$ cat src/design/bam_defs.vh
`ifndef BAM_DEFS_VH
`define BAM_DEFS_VH
// ==========================================================
// Register offsets (byte addresses)
`define BAM_REG_CTRL 8'h00
`define BAM_REG_STATUS 8'h04
`define BAM_REG_IRQ_STAT 8'h08
`define BAM_REG_IRQ_MASK 8'h0c
`define BAM_REG_ERRCODE 8'h10
`define BAM_REG_STATWORD 8'h14
`define BAM_REG_EMCY 8'h18
// ==========================================================
// Field positions
`define BAM_CTRL_SEL_BIT 0
`define BAM_ST_ALARM_BIT 0
`define BAM_ST_WARN_BIT 1
`define BAM_ST_MON_BIT 2
`define BAM_ST_SELACT_BIT 3
`define BAM_ST_ALMOUT_BIT 4
`define BAM_IRQ_ALARM_BIT 0
`define BAM_IRQ_WARN_BIT 1
`define BAM_IRQ_EMCY_BIT 2
`define BAM_SW_FAULT_BIT 3
// ==========================================================
// Reset values
`define BAM_CTRL_RST 1'b0
`define BAM_MASK_RST 3'h0
// ==========================================================
// Codes and timing
`define BAM_CODE_ALARM 16'h0830
`define BAM_CODE_WARN 16'h0930
`define BAM_CLK_HZ 20000000
`define BAM_ALM_OUT_S 5
`define BAM_MON_WIN_S 4
`define BAM_ALM_OUT_CYC (`BAM_ALM_OUT_S * `BAM_CLK_HZ)
`define BAM_MON_WIN_CYC (`BAM_MON_WIN_S * `BAM_CLK_HZ)
`define BAM_CHAR_MS 500
`define BAM_CHAR_CYC (`BAM_CHAR_MS * (`BAM_CLK_HZ / 1000))
`endif

$ cat src/design/bam_code_rom.v
`timescale 1ns/100ps
// ==========================================================
// Display character table: step index to character code
module bam_code_rom (
  input wire clk_i, // Clock
  input wire warn_i, // Select warning code
  input wire [2:0] idx_i, // Character step
  output reg [7:0] char_o // Registered character
);
  always @(posedge clk_i) begin
    case (idx_i)
      3'h0: char_o <= 8'h41;
      3'h1: char_o <= 8'h2e;
      3'h2: char_o <= warn_i ? 8'h39 : 8'h38;
      3'h3: char_o <= 8'h33;
      3'h4: char_o <= 8'h30;
      default: char_o <= 8'h20;
    endcase
  end
endmodule // bam_code_rom

$ cat src/design/bam_monitor.v
// The register offsets and register access over Wishbone were decided locally.
`timescale 1ns/100ps
// What this block does
// - A battery indication at or under about 2.7 V gives the alarm or the warning only while the battery is watched, else neither.
// - The response select bit picks alarm (0, default) or warning (1) and acts after restart.
// - In alarm mode the servo alarm output runs up to five seconds, then a four-second watch.
// - In alarm mode no battery alarm is raised once the four-second watch has closed.
// - In warning mode the battery is watched continuously after the servo alarm output period.
// - The battery alarm stays latched until power is removed and reapplied.
// - An alarm shows its code on the front display one character at a time.
// - An alarm presents its active code to the operator unit.
// - Statusword bit 3 is 1 while an alarm is present and 0 otherwise.
// - The code of the active alarm is held in the error code register for the host.
// - An emergency message is sent to the network controller when an alarm occurs.
`include "bam_defs.vh"
module bam_monitor #(
  parameter ALM_OUT_CYC = `BAM_ALM_OUT_CYC,
  parameter MON_WIN_CYC = `BAM_MON_WIN_CYC,
  parameter CHAR_CYC = `BAM_CHAR_CYC
) (
  input wire clk_i, // 20 MHz clock
  input wire rst_i, // Sync reset, control power up
  input wire batt_low_i, // Battery at or under threshold
  input wire [31:0] wb_adr_i, // Wishbone address
  input wire [31:0] wb_dat_i, // Wishbone write data
  input wire [3:0] wb_sel_i, // Wishbone byte select
  input wire wb_we_i, // Wishbone write
  input wire wb_cyc_i, // Wishbone cycle
  input wire wb_stb_i, // Wishbone strobe
  output reg [31:0] wb_dat_o, // Wishbone read data
  output reg wb_ack_o, // Wishbone acknowledge
  output reg irq_o, // Level interrupt
  output reg servo_alarm_output_o, // Servo alarm pin
  output reg batt_alarm_o, // Latched battery alarm
  output reg batt_warn_o, // Battery warning
  output reg [7:0] disp_char_o, // Front display character
  output reg [15:0] op_code_o, // Operator unit alarm code
  output reg op_valid_o, // Operator unit code valid
  output reg fault_o, // Statusword fault bit
  output reg emcy_o // Emergency message pulse
);
  localparam ST_ALMOUT = 2'd0;
  localparam ST_WINDOW = 2'd1;
  localparam ST_CONT = 2'd2;
  localparam ST_IDLE = 2'd3;
  function [31:0] bam_mask;
    input [3:0] sel;
    begin
      bam_mask = {{8{sel[3]}}, {8{sel[2]}}, {8{sel[1]}}, {8{sel[0]}}};
    end
  endfunction
  // Stored setting: survives a restart so that the new response can take effect after it
  reg ctrl_sel_q = `BAM_CTRL_RST;
  reg sel_act_q;
  reg [1:0] state_q;
  reg [31:0] cnt_q;
  reg [2:0] irq_stat_q;
  reg [2:0] irq_mask_q;
  reg [31:0] char_cnt_q;
  reg [2:0] char_idx_q;
  reg alarm_seen_q;
  reg warn_seen_q;
  wire [7:0] rom_char;
  wire req = wb_cyc_i & wb_stb_i & ~wb_ack_o;
  wire wr = req & wb_we_i;
  wire [31:0] wmask = bam_mask(wb_sel_i);
  wire [31:0] wdat = wb_dat_i & wmask;
  wire [7:0] adr = wb_adr_i[7:0];
  wire monitoring = (state_q == ST_WINDOW) | (state_q == ST_CONT);
  wire alarm_set = monitoring & ~sel_act_q & batt_low_i & ~batt_alarm_o;
  wire warn_rise = (state_q == ST_CONT) & batt_low_i & ~batt_warn_o;
  wire [2:0] ev = {alarm_set, warn_rise, alarm_set};
  wire any_on = batt_alarm_o | batt_warn_o;
  // ==========================================================
  // Start-up sequence
  always @(posedge clk_i) begin
    if (rst_i) begin
      sel_act_q <= `BAM_CTRL_RST;
      state_q <= ST_ALMOUT;
      cnt_q <= 32'h0;
      servo_alarm_output_o <= 1'b1;
    end else begin
      case (state_q)
        ST_ALMOUT: begin
          if (cnt_q == 32'h0)
            sel_act_q <= ctrl_sel_q;
          if (cnt_q >= ALM_OUT_CYC - 1) begin
            cnt_q <= 32'h0;
            servo_alarm_output_o <= 1'b0;
            state_q <= sel_act_q ? ST_CONT : ST_WINDOW;
          end else begin
            cnt_q <= cnt_q + 32'h1;
          end
        end
        ST_WINDOW: begin
          if (cnt_q >= MON_WIN_CYC - 1) begin
            cnt_q <= 32'h0;
            state_q <= ST_IDLE;
          end else begin
            cnt_q <= cnt_q + 32'h1;
          end
        end
        ST_CONT: state_q <= ST_CONT;
        ST_IDLE: state_q <= ST_IDLE;
        default: state_q <= ST_IDLE;
      endcase
    end
  end
  // ==========================================================
  // Alarm and warning outputs
  always @(posedge clk_i) begin
    if (rst_i) begin
      batt_alarm_o <= 1'b0;
      batt_warn_o <= 1'b0;
      fault_o <= 1'b0;
      emcy_o <= 1'b0;
      op_code_o <= 16'h0;
      op_valid_o <= 1'b0;
    end else begin
      if (alarm_set)
        batt_alarm_o <= 1'b1;
      if (state_q == ST_CONT)
        batt_warn_o <= batt_low_i;
      fault_o <= batt_alarm_o | alarm_set;
      emcy_o <= alarm_set;
      op_valid_o <= any_on;
      if (batt_alarm_o)
        op_code_o <= `BAM_CODE_ALARM;
      else if (batt_warn_o)
        op_code_o <= `BAM_CODE_WARN;
      else
        op_code_o <= 16'h0;
    end
  end
  // ==========================================================
  // Front display sequencer
  always @(posedge clk_i) begin
    if (rst_i) begin
      char_cnt_q <= 32'h0;
      char_idx_q <= 3'h0;
      disp_char_o <= 8'h20;
    end else if (!any_on) begin
      char_cnt_q <= 32'h0;
      char_idx_q <= 3'h0;
      disp_char_o <= 8'h20;
    end else begin
      disp_char_o <= rom_char;
      if (char_cnt_q >= CHAR_CYC - 1) begin
        char_cnt_q <= 32'h0;
        char_idx_q <= (char_idx_q == 3'h5) ? 3'h0 : char_idx_q + 3'h1;
      end else begin
        char_cnt_q <= char_cnt_q + 32'h1;
      end
    end
  end
  bam_code_rom u_rom (
    .clk_i(clk_i),
    .warn_i(~batt_alarm_o),
    .idx_i(char_idx_q),
    .char_o(rom_char)
  );
  // ==========================================================
  // Wishbone registers and interrupt
  always @(posedge clk_i) begin
    if (rst_i) begin
      wb_ack_o <= 1'b0;
      wb_dat_o <= 32'h0;
      irq_stat_q <= 3'h0;
      irq_mask_q <= `BAM_MASK_RST;
      irq_o <= 1'b0;
      alarm_seen_q <= 1'b0;
      warn_seen_q <= 1'b0;
    end else begin
      wb_ack_o <= req;
      wb_dat_o <= 32'h0;
      irq_o <= |(irq_stat_q & irq_mask_q);
      alarm_seen_q <= batt_alarm_o;
      warn_seen_q <= batt_warn_o;
      if (wr && adr == `BAM_REG_IRQ_STAT)
        irq_stat_q <= (irq_stat_q & ~wdat[2:0]) | ev;
      else
        irq_stat_q <= irq_stat_q | ev;
      if (wr && adr == `BAM_REG_CTRL && wb_sel_i[0])
        ctrl_sel_q <= wb_dat_i[`BAM_CTRL_SEL_BIT];
      if (wr && adr == `BAM_REG_IRQ_MASK && wb_sel_i[0])
        irq_mask_q <= wb_dat_i[2:0];
      if (req && !wb_we_i) begin
        case (adr)
          `BAM_REG_CTRL: wb_dat_o <= {31'h0, ctrl_sel_q};
          `BAM_REG_STATUS: wb_dat_o <= {27'h0, servo_alarm_output_o, sel_act_q,
            monitoring, batt_warn_o, batt_alarm_o};
          `BAM_REG_IRQ_STAT: wb_dat_o <= {29'h0, irq_stat_q};
          `BAM_REG_IRQ_MASK: wb_dat_o <= {29'h0, irq_mask_q};
          `BAM_REG_ERRCODE: wb_dat_o <= {16'h0, op_code_o};
          `BAM_REG_STATWORD: wb_dat_o <= {28'h0, fault_o, 3'h0};
          `BAM_REG_EMCY: wb_dat_o <= {31'h0, alarm_seen_q};
          default: wb_dat_o <= 32'h0;
        endcase
      end
    end
  end
endmodule // bam_monitor

$ cat config.mk
export PLATFORM = sky130hd
export DESIGN_NAME = bam_monitor
export DESIGN_NICKNAME = d
export VERILOG_FILES = /design/src/design/bam_code_rom.v /design/src/design/bam_monitor.v
export VERILOG_INCLUDE_DIRS = /design/src /design/src/design
export SDC_FILE = /design/constraint.sdc
export NUM_CORES = 1
export LEC_CHECK = 0
export BUFFER_PORTS_ARGS = -buffer_cell sky130_fd_sc_hd__buf_2
export CELL_PAD_IN_SITES_DETAIL_PLACEMENT = 1
export CELL_PAD_IN_SITES_GLOBAL_PLACEMENT = 1
export CORE_MARGIN = 2
export CORE_UTILIZATION = 39
export DETAILED_ROUTE_END_ITERATION = 10
export PLACE_DENSITY_LB_ADDON = 0.1
export SETUP_SLACK_MARGIN = 0.15
export SLEW_MARGIN = 20
export SYNTH_ARGS = -nofsm -noshare
export SYNTH_HDL_FRONTEND = slang
export SYNTH_HIERARCHICAL = 1
export SYNTH_SLANG_ARGS = --single-unit
$ cat constraint.sdc
create_clock -name clk_i -period 2.9 [get_ports clk_i]
set_input_delay 0.58 -clock clk_i [delete_from_list [all_inputs] [get_ports clk_i]]
set_output_delay 0.58 -clock clk_i [all_outputs]
set_load 0.05 [all_outputs]
==> impl_metrics.py <==
metrics = {
    "final_layout": {
        "final_nets": 688,
        "drive_gt1_frac": 0.178,
        "area_delta_synth_final_pct": 10.9,
        "diodes": 0,
        "multiInputGateArea_mm2": 0.00253,
        "final-seq-area_mm2": 0.00221,
        "fin_util": 0.445,
        "fin_cells": 784,
        "fillerInstances": 1534,
        "final_area_mm2": 0.00561,
    },
    "synth": {
        "netlist_area_mm2": 0.00506,
        "ys_seq_area_frac": 0.437,
        "yosys.cell_types.count": 65,
        "ys.flop_type": "dfxtp_1",
        "ys_warn_count": 6,
        "synth_common_cells": "109 x dfxtp_1, 65 x nor2_1, 40 x buf_4",
        "ys_async_sr_fraction": 0,
        "syn_inst": 558,
        "syn_avg_cell_area_um2": 9.07,
        "synth_area_leaders": "dfxtp_1 43%, buf_4 5.9%, nor2_1 4.8%, xnor2_1 4.7%, xor2_1 3.8%",
        "synth_edf_count": 1,
        "synth_top_area_frac": 0.431,
        "synth_seq_cells": 110,
        "yosysMostFrequentCell": "dfxtp_1",
        "yosysTopAreaCell": "dfxtp_1",
    },
    "die": {
        "die_h_um": 118,
        "ios": 138,
        "fp.dieArea_mm2": 0.0139,
        "die_x_um": 118,
        "start_util": 0.401,
        "rows": 41,
        "core_mm2": 0.0126,
    },
    "grt": {
        "grt.total_usage": 0.161,
        "grt_pass1_wl_um": 18300,
        "grt_pass1_vias": 3904,
        "grt_max_degree": 28,
        "grt-ovfl-total": 0,
        "antenna_found_initial": 0,
    },
    "power": {
        "p_comb_frac": 0.060,
        "fin_total_pwr_mw": 2.92,
        "pwr-share-seq": 0.524,
        "power_density_mw_per_mm2": 520,
        "sw_frac_of_total": 0.261,
        "irDropWorstVdd_mv": 0.267,
        "intPower_mw": 2.16,
        "p_leak_nw": 2.18,
        "power_frac_clock": 0.415,
        "power.switching_mw": 0.762,
    },
    "critical_path": {
        "rrSetupSlack_ns": 0.59,
        "critical_path_depth": 8,
        "critPathMaxFanout": 8,
        "critical_path_class": "reg2reg",
        "cp-start-kind": "flop",
        "critPathSlowestCell": "nor2_1",
        "required_ns": 3.15,
        "arrival_ns": 2.56,
        "cp.buffers_inverters": 1,
        "reg2reg_depth": 8,
        "path_cells": "inv_1 -> ha_1 -> o2111ai_1 -> nor2_1 -> nand4_1 -> nor3_1 -> xnor2_1 -> nor2_2",
        "cp-end-kind": "flop",
        "crit_family": "simple AND/OR/NAND/NOR gates",
        "cpPeakStageDelay_ns": 0.39,
    },
    "job": {
        "max_cap_viol_count": 0,
    },
    "timing": {
        "fin_setup_tns_ns": 0,
        "fin_crit_sh": 0.797,
        "tightest_slew_ns": 0.686,
        "rsz0062_at_grt": "no",
        "fin_hold_ws_ns": 0.417,
        "finalHoldViolCount": 0,
        "fin_crit_ns": 2.31,
        "slew_headroom": 0.538,
        "finalMaxSlewViolations": 0,
        "finalSetupViolations": 0,
        "finClkSkew_ns": 0.00688,
        "fmax_ghz": 0.432,
        "timing.final.ws_setup_ns": 0.588,
    },
    "clocking": {
        "cts_setup_buffers": 0,
        "cts_tree": "done",
        "ctsHoldBuffers": 0,
        "cts_sinks": 110,
        "cts.repair.resized": 0,
        "ctsHtreeMaxLevel": 3,
        "clockRootBuffer": "clkbuf_16",
        "cts.clk_slew.worst_paths_ns": 0.08,
        "insertion_delay_ns": 0.36,
        "cts_buffer_depth": 2,
        "cts_inserted_buffers": 9,
    },
    "route": {
        "ant_nets": 0,
        "routed_wl_um": 10600,
        "post_drt_wl_per_cell_um": 13.5,
        "drt_pass1_iterations": 4,
        "drc": 0,
        "vias_per_cell": 4.90,
        "drt_iter0_drc": 125,
        "vias": 3839,
    },
    "placed_design": {
        "pre_cts_ws_ns": 0.504,
        "place_area_mm2": 0.00532,
        "dp.cells": 768,
        "gp_congestion": 0.800,
        "dp_hpwl_um": 7730,
        "port_buffers": 45,
    },
    "min_path": {
        "min_path_cells": 1,
        "hold_path.class": "reg2reg",
    },
    "status": {
        "status": "completed",
    },
}
-- path summary, 6_finish.rpt --
| kind | startpoint | to |
|---|---|---|
| hold / removal | u_rom/char_o[5] | disp_char_o[5] |
| setup reg to reg | state_q[1] | cnt_q[28] |
| hold reg to reg | u_rom/char_o[5] | disp_char_o[5] |
| setup / recovery | state_q[1] | cnt_q[28] |
-- sequential cells by signal (all words and copies together) (netlist names), 2 cells and up --
signal and count:
disp_char_o 8, cnt_q 32, u_rom/char_o 7, char_idx_q 3
wb_dat_o 7, char_cnt_q 32, op_code_o 2, state_q 2
irq_mask_q 3, irq_stat_q 3
-- power groups by stage --
stage,clock network [mW],registers [mW],logic (mW)
after floorplan,0,1.57,0.184
after global placement,0,1.57,0.172
after detailed placement,0,1.57,0.175
after CTS,1.25,1.53,0.175
after global routing,1.32,1.53,0.186
final,1.21,1.53,0.175
-- cells by family after synthesis --
| group | Yosys count | share of synthesized area |
|---|---|---|
| compound gates | 52 | 0.0757 |
| xor+xnor | 49 | 0.0848 |
| fa+ha+maj | 7 | 0.0173 |
| buf+inv | 76 | 0.0949 |
| flops | 110 | 0.437 |
| mux | 13 | 0.0265 |
| other cells | 2 | 0.00148 |
| simple gates | 249 | 0.262 |
-- layout make-up --
type                            instances  share of cell area
Timing Repair Buffer                   53              0.0530
Clock inverter                          7              0.0118
Clock buffer                            9              0.0401
Inverter                               18              0.0120
Sequential cell                       110               0.394
Tap cell                              172              0.0383
Multi-Input combinational cell        415               0.451
-- layer usage --
| layer | track usage | wire length [um] | up-vias |
|---|---|---|---|
| li1 | - | - | 1928 |
| met1 | 0.201 | 5060 | 1840 |
| met5 | 0 | 0 | - |
| met2 | 0.266 | 4960 | 57 |
| met3 | 0.0310 | 356 | 14 |
| met4 | 0.0768 | 240 | 0 |
-- layout by cell type (no fill, tap or decap), types with 8 or more instances in the layout --
master,netlist,routed
nor2_2,20,20
and2_1,13,13
nor3_1,19,19
and3_1,9,9
nand4_1,11,11
a21oi_1,12,12
nand2_1,32,32
inv_1,17,17
dfxtp_1,109,109
buf_2,3,45
xnor2_1,27,27
conb_1,2,45
nand3_1,30,30
o21ai_0,8,8
mux2i_1,10,10
nor2_1,65,65
xor2_1,22,22
nor4_1,17,17
clkbuf_16,0,9
(Power assumes the default switching activity.)
